<file path="src/hdl/oebd_pkg.sv">
// package: descriptor offsets, field layout and sizes for output endpoint descriptors
package oebd_pkg;
   localparam int unsigned OEBD_NUM_EP = 3;
   localparam logic [2:0] OEBD_OFF_CFG = 3'h0;
   localparam logic [2:0] OEBD_OFF_X_BASE = 3'h1;
   localparam logic [2:0] OEBD_OFF_X_COUNT = 3'h2;
   localparam logic [2:0] OEBD_OFF_Y_BASE = 3'h5;
   localparam logic [2:0] OEBD_OFF_Y_COUNT = 3'h6;
   localparam logic [2:0] OEBD_OFF_SIZE = 3'h7;
   localparam int unsigned OEBD_FLAG_BIT = 7;
   localparam int unsigned OEBD_ENABLE_BIT = 7;
   localparam logic [6:0] OEBD_MAX_COUNT = 7'h40;
   localparam logic [2:0] OEBD_ALIGN_ZEROS = 3'h0;
   localparam logic [7:0] OEBD_SIZE_RSV_MASK = 8'h7f;
   typedef logic [10:0] oebd_addr_t;
   typedef enum logic [1:0] {
      OEBD_IDLE = 2'b00,
      OEBD_RD_CNT = 2'b01,
      OEBD_WAIT = 2'b10,
      OEBD_WR_CNT = 2'b11
   } oebd_state_e;
endpackage

</file>
<file path="src/hdl/oebd_if.sv">
// interface: descriptor access between firmware-side bank and packet buffer engine
`timescale 1ns/1ns
interface oebd_if;
   import oebd_pkg::*;
   logic [1:0] ep;
   logic [2:0] off;
   logic rd;
   logic wr;
   logic [7:0] wdata;
   logic [7:0] rdata;
   modport bank (input ep, off, rd, wr, wdata, output rdata);
   modport engine (output ep, off, rd, wr, wdata, input rdata);
endinterface

</file>
<file path="src/hdl/oebd_engine.sv">
// packet buffer engine end: services host OUT packets against the descriptors
`timescale 1ns/1ns
module oebd_engine
   import oebd_pkg::*;
(
   input wire logic core_clk,
   input wire logic rst_n,
   oebd_if.engine dsc,
   input wire logic out_req,
   input wire logic [1:0] out_ep,
   input wire logic out_use_y,
   input wire logic [6:0] out_len,
   output logic out_ack,
   output logic out_nak,
   output logic [10:0] out_start_addr
);
   typedef struct packed {
      oebd_state_e st;
      logic [1:0] ep;
      logic use_y;
      logic [6:0] len;
      logic [2:0] off;
      logic rd;
      logic wr;
      logic [7:0] wdata;
      logic ack;
      logic nak;
      oebd_addr_t addr;
      logic pend;
   } oebd_eng_s;
   oebd_eng_s s_r, s_nxt;
   always_comb begin
      s_nxt = s_r;
      s_nxt.rd = 1'b0;
      s_nxt.wr = 1'b0;
      s_nxt.ack = 1'b0;
      s_nxt.nak = 1'b0;
      s_nxt.pend = 1'b0;
      unique case (s_r.st)
         OEBD_IDLE: begin
            if (out_req) begin
               s_nxt.ep = out_ep;
               s_nxt.use_y = out_use_y;
               s_nxt.len = out_len;
               s_nxt.off = OEBD_OFF_CFG;
               s_nxt.rd = 1'b1;
               s_nxt.pend = 1'b1;
               s_nxt.st = OEBD_RD_CNT;
            end
         end
         OEBD_RD_CNT: begin
            // the bank answer is registered, so every read state lets one cycle pass first
            if (!s_r.pend) begin
               if (!dsc.rdata[OEBD_ENABLE_BIT]) begin
                  s_nxt.nak = 1'b1;
                  s_nxt.st = OEBD_IDLE;
               end else begin
                  s_nxt.off = s_r.use_y ? OEBD_OFF_Y_COUNT : OEBD_OFF_X_COUNT;
                  s_nxt.rd = 1'b1;
                  s_nxt.pend = 1'b1;
                  s_nxt.st = OEBD_WAIT;
               end
            end
         end
         OEBD_WAIT: begin
            if (!s_r.pend) begin
               if (dsc.rdata[OEBD_FLAG_BIT]) begin
                  s_nxt.nak = 1'b1;
                  s_nxt.st = OEBD_IDLE;
               end else begin
                  // empty buffer accepts the packet
                  s_nxt.off = s_r.use_y ? OEBD_OFF_Y_BASE : OEBD_OFF_X_BASE;
                  s_nxt.rd = 1'b1;
                  s_nxt.pend = 1'b1;
                  s_nxt.st = OEBD_WR_CNT;
               end
            end
         end
         OEBD_WR_CNT: begin
            if (!s_r.pend) begin
               // base is only read, never written back
               s_nxt.addr = {dsc.rdata, OEBD_ALIGN_ZEROS};
               s_nxt.off = s_r.use_y ? OEBD_OFF_Y_COUNT : OEBD_OFF_X_COUNT;
               s_nxt.wdata = {1'b1, s_r.len};
               s_nxt.wr = 1'b1;
               s_nxt.ack = 1'b1;
               s_nxt.st = OEBD_IDLE;
            end
         end
      endcase
   end
   always_ff @(posedge core_clk or negedge rst_n) begin
      if (!rst_n) begin
         s_r <= '0;
      end else begin
         s_r <= s_nxt;
      end
   end
   assign dsc.ep = s_r.ep;
   assign dsc.off = s_r.off;
   assign dsc.rd = s_r.rd;
   assign dsc.wr = s_r.wr;
   assign dsc.wdata = s_r.wdata;
   assign out_ack = s_r.ack;
   assign out_nak = s_r.nak;
   assign out_start_addr = s_r.addr;
endmodule

</file>
<file path="src/flat_wrapper.sv">
// flat-port wrapper written by rule: the top's interface ports become plain ports
module oebd_engine_flat import oebd_pkg::*;
  (core_clk, rst_n, out_req, out_ep, out_use_y, out_len, out_ack, out_nak, out_start_addr, dsc_ep, dsc_off, dsc_rd, dsc_wr, dsc_wdata, dsc_rdata);
  oebd_if dsc_i ();
  input wire logic core_clk;
  input wire logic rst_n;
  input wire logic out_req;
  input wire logic [1:0] out_ep;
  input wire logic out_use_y;
  input wire logic [6:0] out_len;
  output logic out_ack;
  output logic out_nak;
  output logic [10:0] out_start_addr;
  output wire logic [$bits(dsc_i.ep)-1:0] dsc_ep;
  output wire logic [$bits(dsc_i.off)-1:0] dsc_off;
  output wire logic [$bits(dsc_i.rd)-1:0] dsc_rd;
  output wire logic [$bits(dsc_i.wr)-1:0] dsc_wr;
  output wire logic [$bits(dsc_i.wdata)-1:0] dsc_wdata;
  input wire logic [$bits(dsc_i.rdata)-1:0] dsc_rdata;
  assign dsc_ep = dsc_i.ep;
  assign dsc_off = dsc_i.off;
  assign dsc_rd = dsc_i.rd;
  assign dsc_wr = dsc_i.wr;
  assign dsc_wdata = dsc_i.wdata;
  assign dsc_i.rdata = dsc_rdata;
  oebd_engine u_core (.core_clk(core_clk), .rst_n(rst_n), .dsc(dsc_i), .out_req(out_req), .out_ep(out_ep), .out_use_y(out_use_y), .out_len(out_len), .out_ack(out_ack), .out_nak(out_nak), .out_start_addr(out_start_addr));
endmodule
</file>
<file path="config.mk">
export PLATFORM = sky130hd
export DESIGN_NAME = oebd_engine_flat
export DESIGN_NICKNAME = d
export VERILOG_FILES = /design/src/hdl/oebd_pkg.sv /design/src/hdl/oebd_if.sv /design/src/hdl/oebd_engine.sv /design/src/flat_wrapper.sv
export SDC_FILE = /design/constraint.sdc
export NUM_CORES = 1
export LEC_CHECK = 0
export BUFFER_PORTS_ARGS = -buffer_cell sky130_fd_sc_hd__clkbuf_2
export CORE_ASPECT_RATIO = 1.1
export CORE_UTILIZATION = 35
export DETAILED_ROUTE_END_ITERATION = 8
export PLACE_DENSITY = 0.62
export SYNTH_ARGS = -nofsm -noshare
export SYNTH_HDL_FRONTEND = slang
export SYNTH_SLANG_ARGS = --single-unit
</file>
<file path="constraint.sdc">
create_clock -name core_clk -period 2.1 [get_ports core_clk]
set_clock_uncertainty 0.05 [all_clocks]
set_input_delay 0.21 -clock core_clk [delete_from_list [all_inputs] [get_ports core_clk]]
set_output_delay 0.21 -clock core_clk [all_outputs]
set_load 0.05 [all_outputs]
</file>
---- Word level (Yosys, flattened, before mapping) ----
Index checks and enable logic that the tools add are counted.
storage, ports and cells
  register bits ........................... 36
  word-level logic and storage cells ...... 52
cells by class
  eq/ne operators ......................... 9
  mux-type cells .......................... 25
  bitwise gates (word level) .............. 1
  reductions and logical operators ........ 5
operators by type and width
  operator                                                                count
  10-bit two-way mux                                                      2
  16-bit two-way mux                                                      1
  4-bit two-way mux                                                       4
  2-bit inequality test (second input constant)                           6
  3-bit case mux with 4 select lines                                      1
  2-bit two-way mux                                                       5
  3-bit two-way mux                                                       3
  2-bit case mux with 4 select lines                                      1
  1-bit case mux with 3 select lines                                      2
  6-bit AND reduction                                                     1
  1-bit two-way mux                                                       5
  2-bit equality test (second input constant)                             2
  2-bit AND reduction                                                     2
  4-bit AND reduction                                                     1
  2-bit by 1-bit equality test with 1-bit output (second input constant)  1
  2-bit logical NOT                                                       1
  1-bit case mux with 2 select lines                                      1
  1-bit inverter                                                          1

---- Longest topological paths before layout ----
  depth in word-level cells ............... 4
  gate-level depth with buffers ........... 6
  depth with buffers taken out ............ 5

---- Least setup slack after synthesis ----
OpenSTA, ideal clock, no wires.
  kind .................................... flip-flop to flip-flop
  from .................................... register u_core.s_r[0] (netlist bit)
  to ...................................... register u_core.s_r, in the netlist u_core.dsc.wdata[5]
  setup time .............................. 0.125 ns
  arrival time ............................ 1.384 ns
  slack ................................... 0.541 ns
  stages on the path, launching flop included .. 4
  buffers on the path ..................... 1
  clock period less this slack ............ 1.559 ns
  cells stage by stage .................... dfrtp_1 -> nor2_4 -> buf_6 -> mux2_4
on the way
  word-level cells in the longest chain between the ends .. 2
ends and longest elaborated chain
  what                                  RTL line           text
  start, declared                       oebd_engine.sv:31  oebd_eng_s s_r, s_nxt;
  start signal, assigned                oebd_engine.sv:96  s_r <= s_nxt;
  1-bit inverter (no source line)       -
  2-bit AND reduction (no source line)  -
Every way passes these cells.
A chain may end at the register's enable or synchronous reset.

---- Worst setup path after layout ----
  from .................................... register u_core.s_r[38] (netlist bit)
  to ...................................... register u_core.s_r, in the netlist u_core.dsc.ep[1]
on the way
  word-level cells in the longest chain between the ends .. 2
ends and longest elaborated chain
  what                                  RTL line           text
  2-bit logical NOT                     oebd_engine.sv:39  unique case (s_r.st)
  2-bit AND reduction (no source line)  -
Every way passes these cells.

==> impl_metrics.ini <==
[logic_synthesis]
yosysUniqueCellTypes = 27
synth_area_leader_cell = dfrtp_1
synth.area.top_cells = dfrtp_1 (51%), mux2_2 (11%), buf_4 (11%)
yosysWarningCount = 0
synth_top_flop_cell = dfrtp_1
yosysMostFrequentCell = dfrtp_1
syn-cell-area_mm2 = 0.00168
synth_common_cells = dfrtp_1 (34), buf_4 (25), mux2_2 (17)
yosysSeqAreaShare_pct = 50.6
synth_area_per_cell_um2 = 13.4
synth_edf_count = 0
syn_inst = 126
ys_ff_latch = 34
synth.top_cell.area_share_pct = 50.6
async_flop_share_pct = 100

[sta]
fin_crit_sh_pct = 86.7
final.setup.tns_ps = 0
finalHoldWorstSlack_ps = -17.0
slew_violations = 0
rsz0062_at_grt = no
relSlewSlack_pct = 42.2
worstMarginPinSlew_ps = 867
setup_viol_count_final = 0
hold_viol_final = 34
layout_min_cycle_time_ps = 1820
fmax_ghz = 0.549

[cts]
cts_made_buffers = 5
tritoncts = yes
cts_buffer_depth = 2
cts-root-buf = clkbuf_8
cts_sinks = 34
insertion_delay_ps = 280
h-tree-depth = 2
post_cts.repair.setup_buffers = 0
cts_resized = 0
postCtsHoldBufs = 0
path_clk_slew_ps = 70

[job]
max-cap-violations = 0

[die]
ioPinCount = 49
die_x_um = 68.1
core_area_mm2 = 0.00462
die_h_um = 74.7
initial_core_util_pct = 36.4
die_area_mm2 = 0.00509
num_rows = 26

[setup_path]
path_cells = inv_1 -> ha_1 -> nand2_1 -> mux2_2
r2r-start = u_core.s_r[38]
critPathLaunchType = flip-flop
worstSetupPathType = flip-flop to flip-flop
cp_top_family = flip-flops
rr_worst_depth = 4
ff2ff_setup_slack_ps = 280
critPathCaptureType = flip-flop
cp_num_buf_inv = 1
reg2reg_to = u_core.dsc.ep[1]
arrival_ps = 1940
path_max_fanout = 11
critical-path-slowest-cell = dfrtp_1
required_ps = 2220
max_stage_delay_ps = 450

[status]
outcome = finished with violations
violations = negative hold slack

[final_layout]
nets = 179
syn2layout_area_growth_pct = 10.6
postLayoutCoreUtil_pct = 40.3
antenna_cells = 0
drive_above_1_share_pct = 53.6

[grt]
grt_max_degree = 35
antenna_found_initial = 0
grt_usage_pct = 12.3
grt_remaining_overflow = 0
grt_pass1_wl_mm = 4.53
grt_pass1_vias = 942

[placed_design]
io_buffers = 45
hpwl_mm = 2.05
place_congestion = 0.728

[route]
dr.pass1.iters = 3
wl_per_cell_um = 13.8
wirelength_mm = 2.88
post-route-drc-count = 0
vias_per_cell = 4.52
drt_iter0_drc = 34
num_vias = 945
ant_nets = 0

[hold_path]
min_path_type = input pin to asynchronous set/reset pin
-- cell usage in the layout (no fill, tap or decap), types with 2 or more instances in the layout --
master    synthesis  final
inv_1             5      5
ha_1              6      6
mux2_1            2      2
clkbuf_8          0      6
mux2_4            8      8
nand2_1           2      2
a21oi_1           5      5
mux2_2           17     17
nand3b_1          2      2
o41ai_1           2      2
clkbuf_2          0     45
dfrtp_1          34     34
conb_1            1      3
nand2b_1          2      2
-- cell type report --
type	instances	area, um^2
timing repair buffer	45	225
inverter	5	18.8
clock buffer	7	86.3
clock inverter	1	5.00
tap	56	70.1
sequential	34	851
multi-input combinational	61	606
fill	451	2760
-- per-stage QoR --
stage	setup WS (ps)	instance area, um^2	instances
floorplan	541	1690	128
global placement	353	1770	201
detailed placement	290	1770	201
CTS	273	1860	209
global route	173	1860	209
finish	280	1860	209
-- worst max path at each step --
stage | endpoint | depth (start not counted) | startpoint
after floorplan | u_core.dsc.wdata[5] | 3 | u_core.s_r[0]
after global placement | u_core.s_r[33] | 4 | u_core.s_r[38]
after detailed placement | u_core.dsc.ep[1] | 4 | u_core.s_r[38]
after CTS | u_core.dsc.ep[1] | 4 | u_core.s_r[38]
after global routing | u_core.s_r[34] | 4 | u_core.s_r[38]
final | u_core.dsc.ep[1] | 4 | u_core.s_r[38]
-- metal layers --
layer  global-route usage [%]  share of wire [%]  up-vias
met1                     15.5                 46      461
met2                     18.6                 46       29
met4                     6.94                2.0        0
met5                        0                  0        -
met3                     3.94                6.3        7
li1                         -                  -      448
-- kinds of logic (layout without fill, tap and decap cells) --
family | after synthesis | count (layout) | share of synthesized area (%)
compound gates | 11 | 11 | 4.39
fa+ha+maj | 6 | 6 | 4.46
buf+inv | 33 | 58 | 13.9
flops | 34 | 34 | 50.6
mux | 29 | 29 | 21.8
other cells | 1 | 3 | 0.223
simple gates | 12 | 12 | 4.68
-- sequential cells by signal, summed over array words and instances (netlist names) --
register               flops
u_core.s_r                11
u_core.out_nak             1
u_core.dsc.off             3
u_core.dsc.wdata           8
u_core.dsc.ep              2
u_core.out_ack             1
u_core.out_start_addr      8
Power is not shown: default switching activity piles up to over one toggle a cycle in this logic, so the estimate is an artifact.
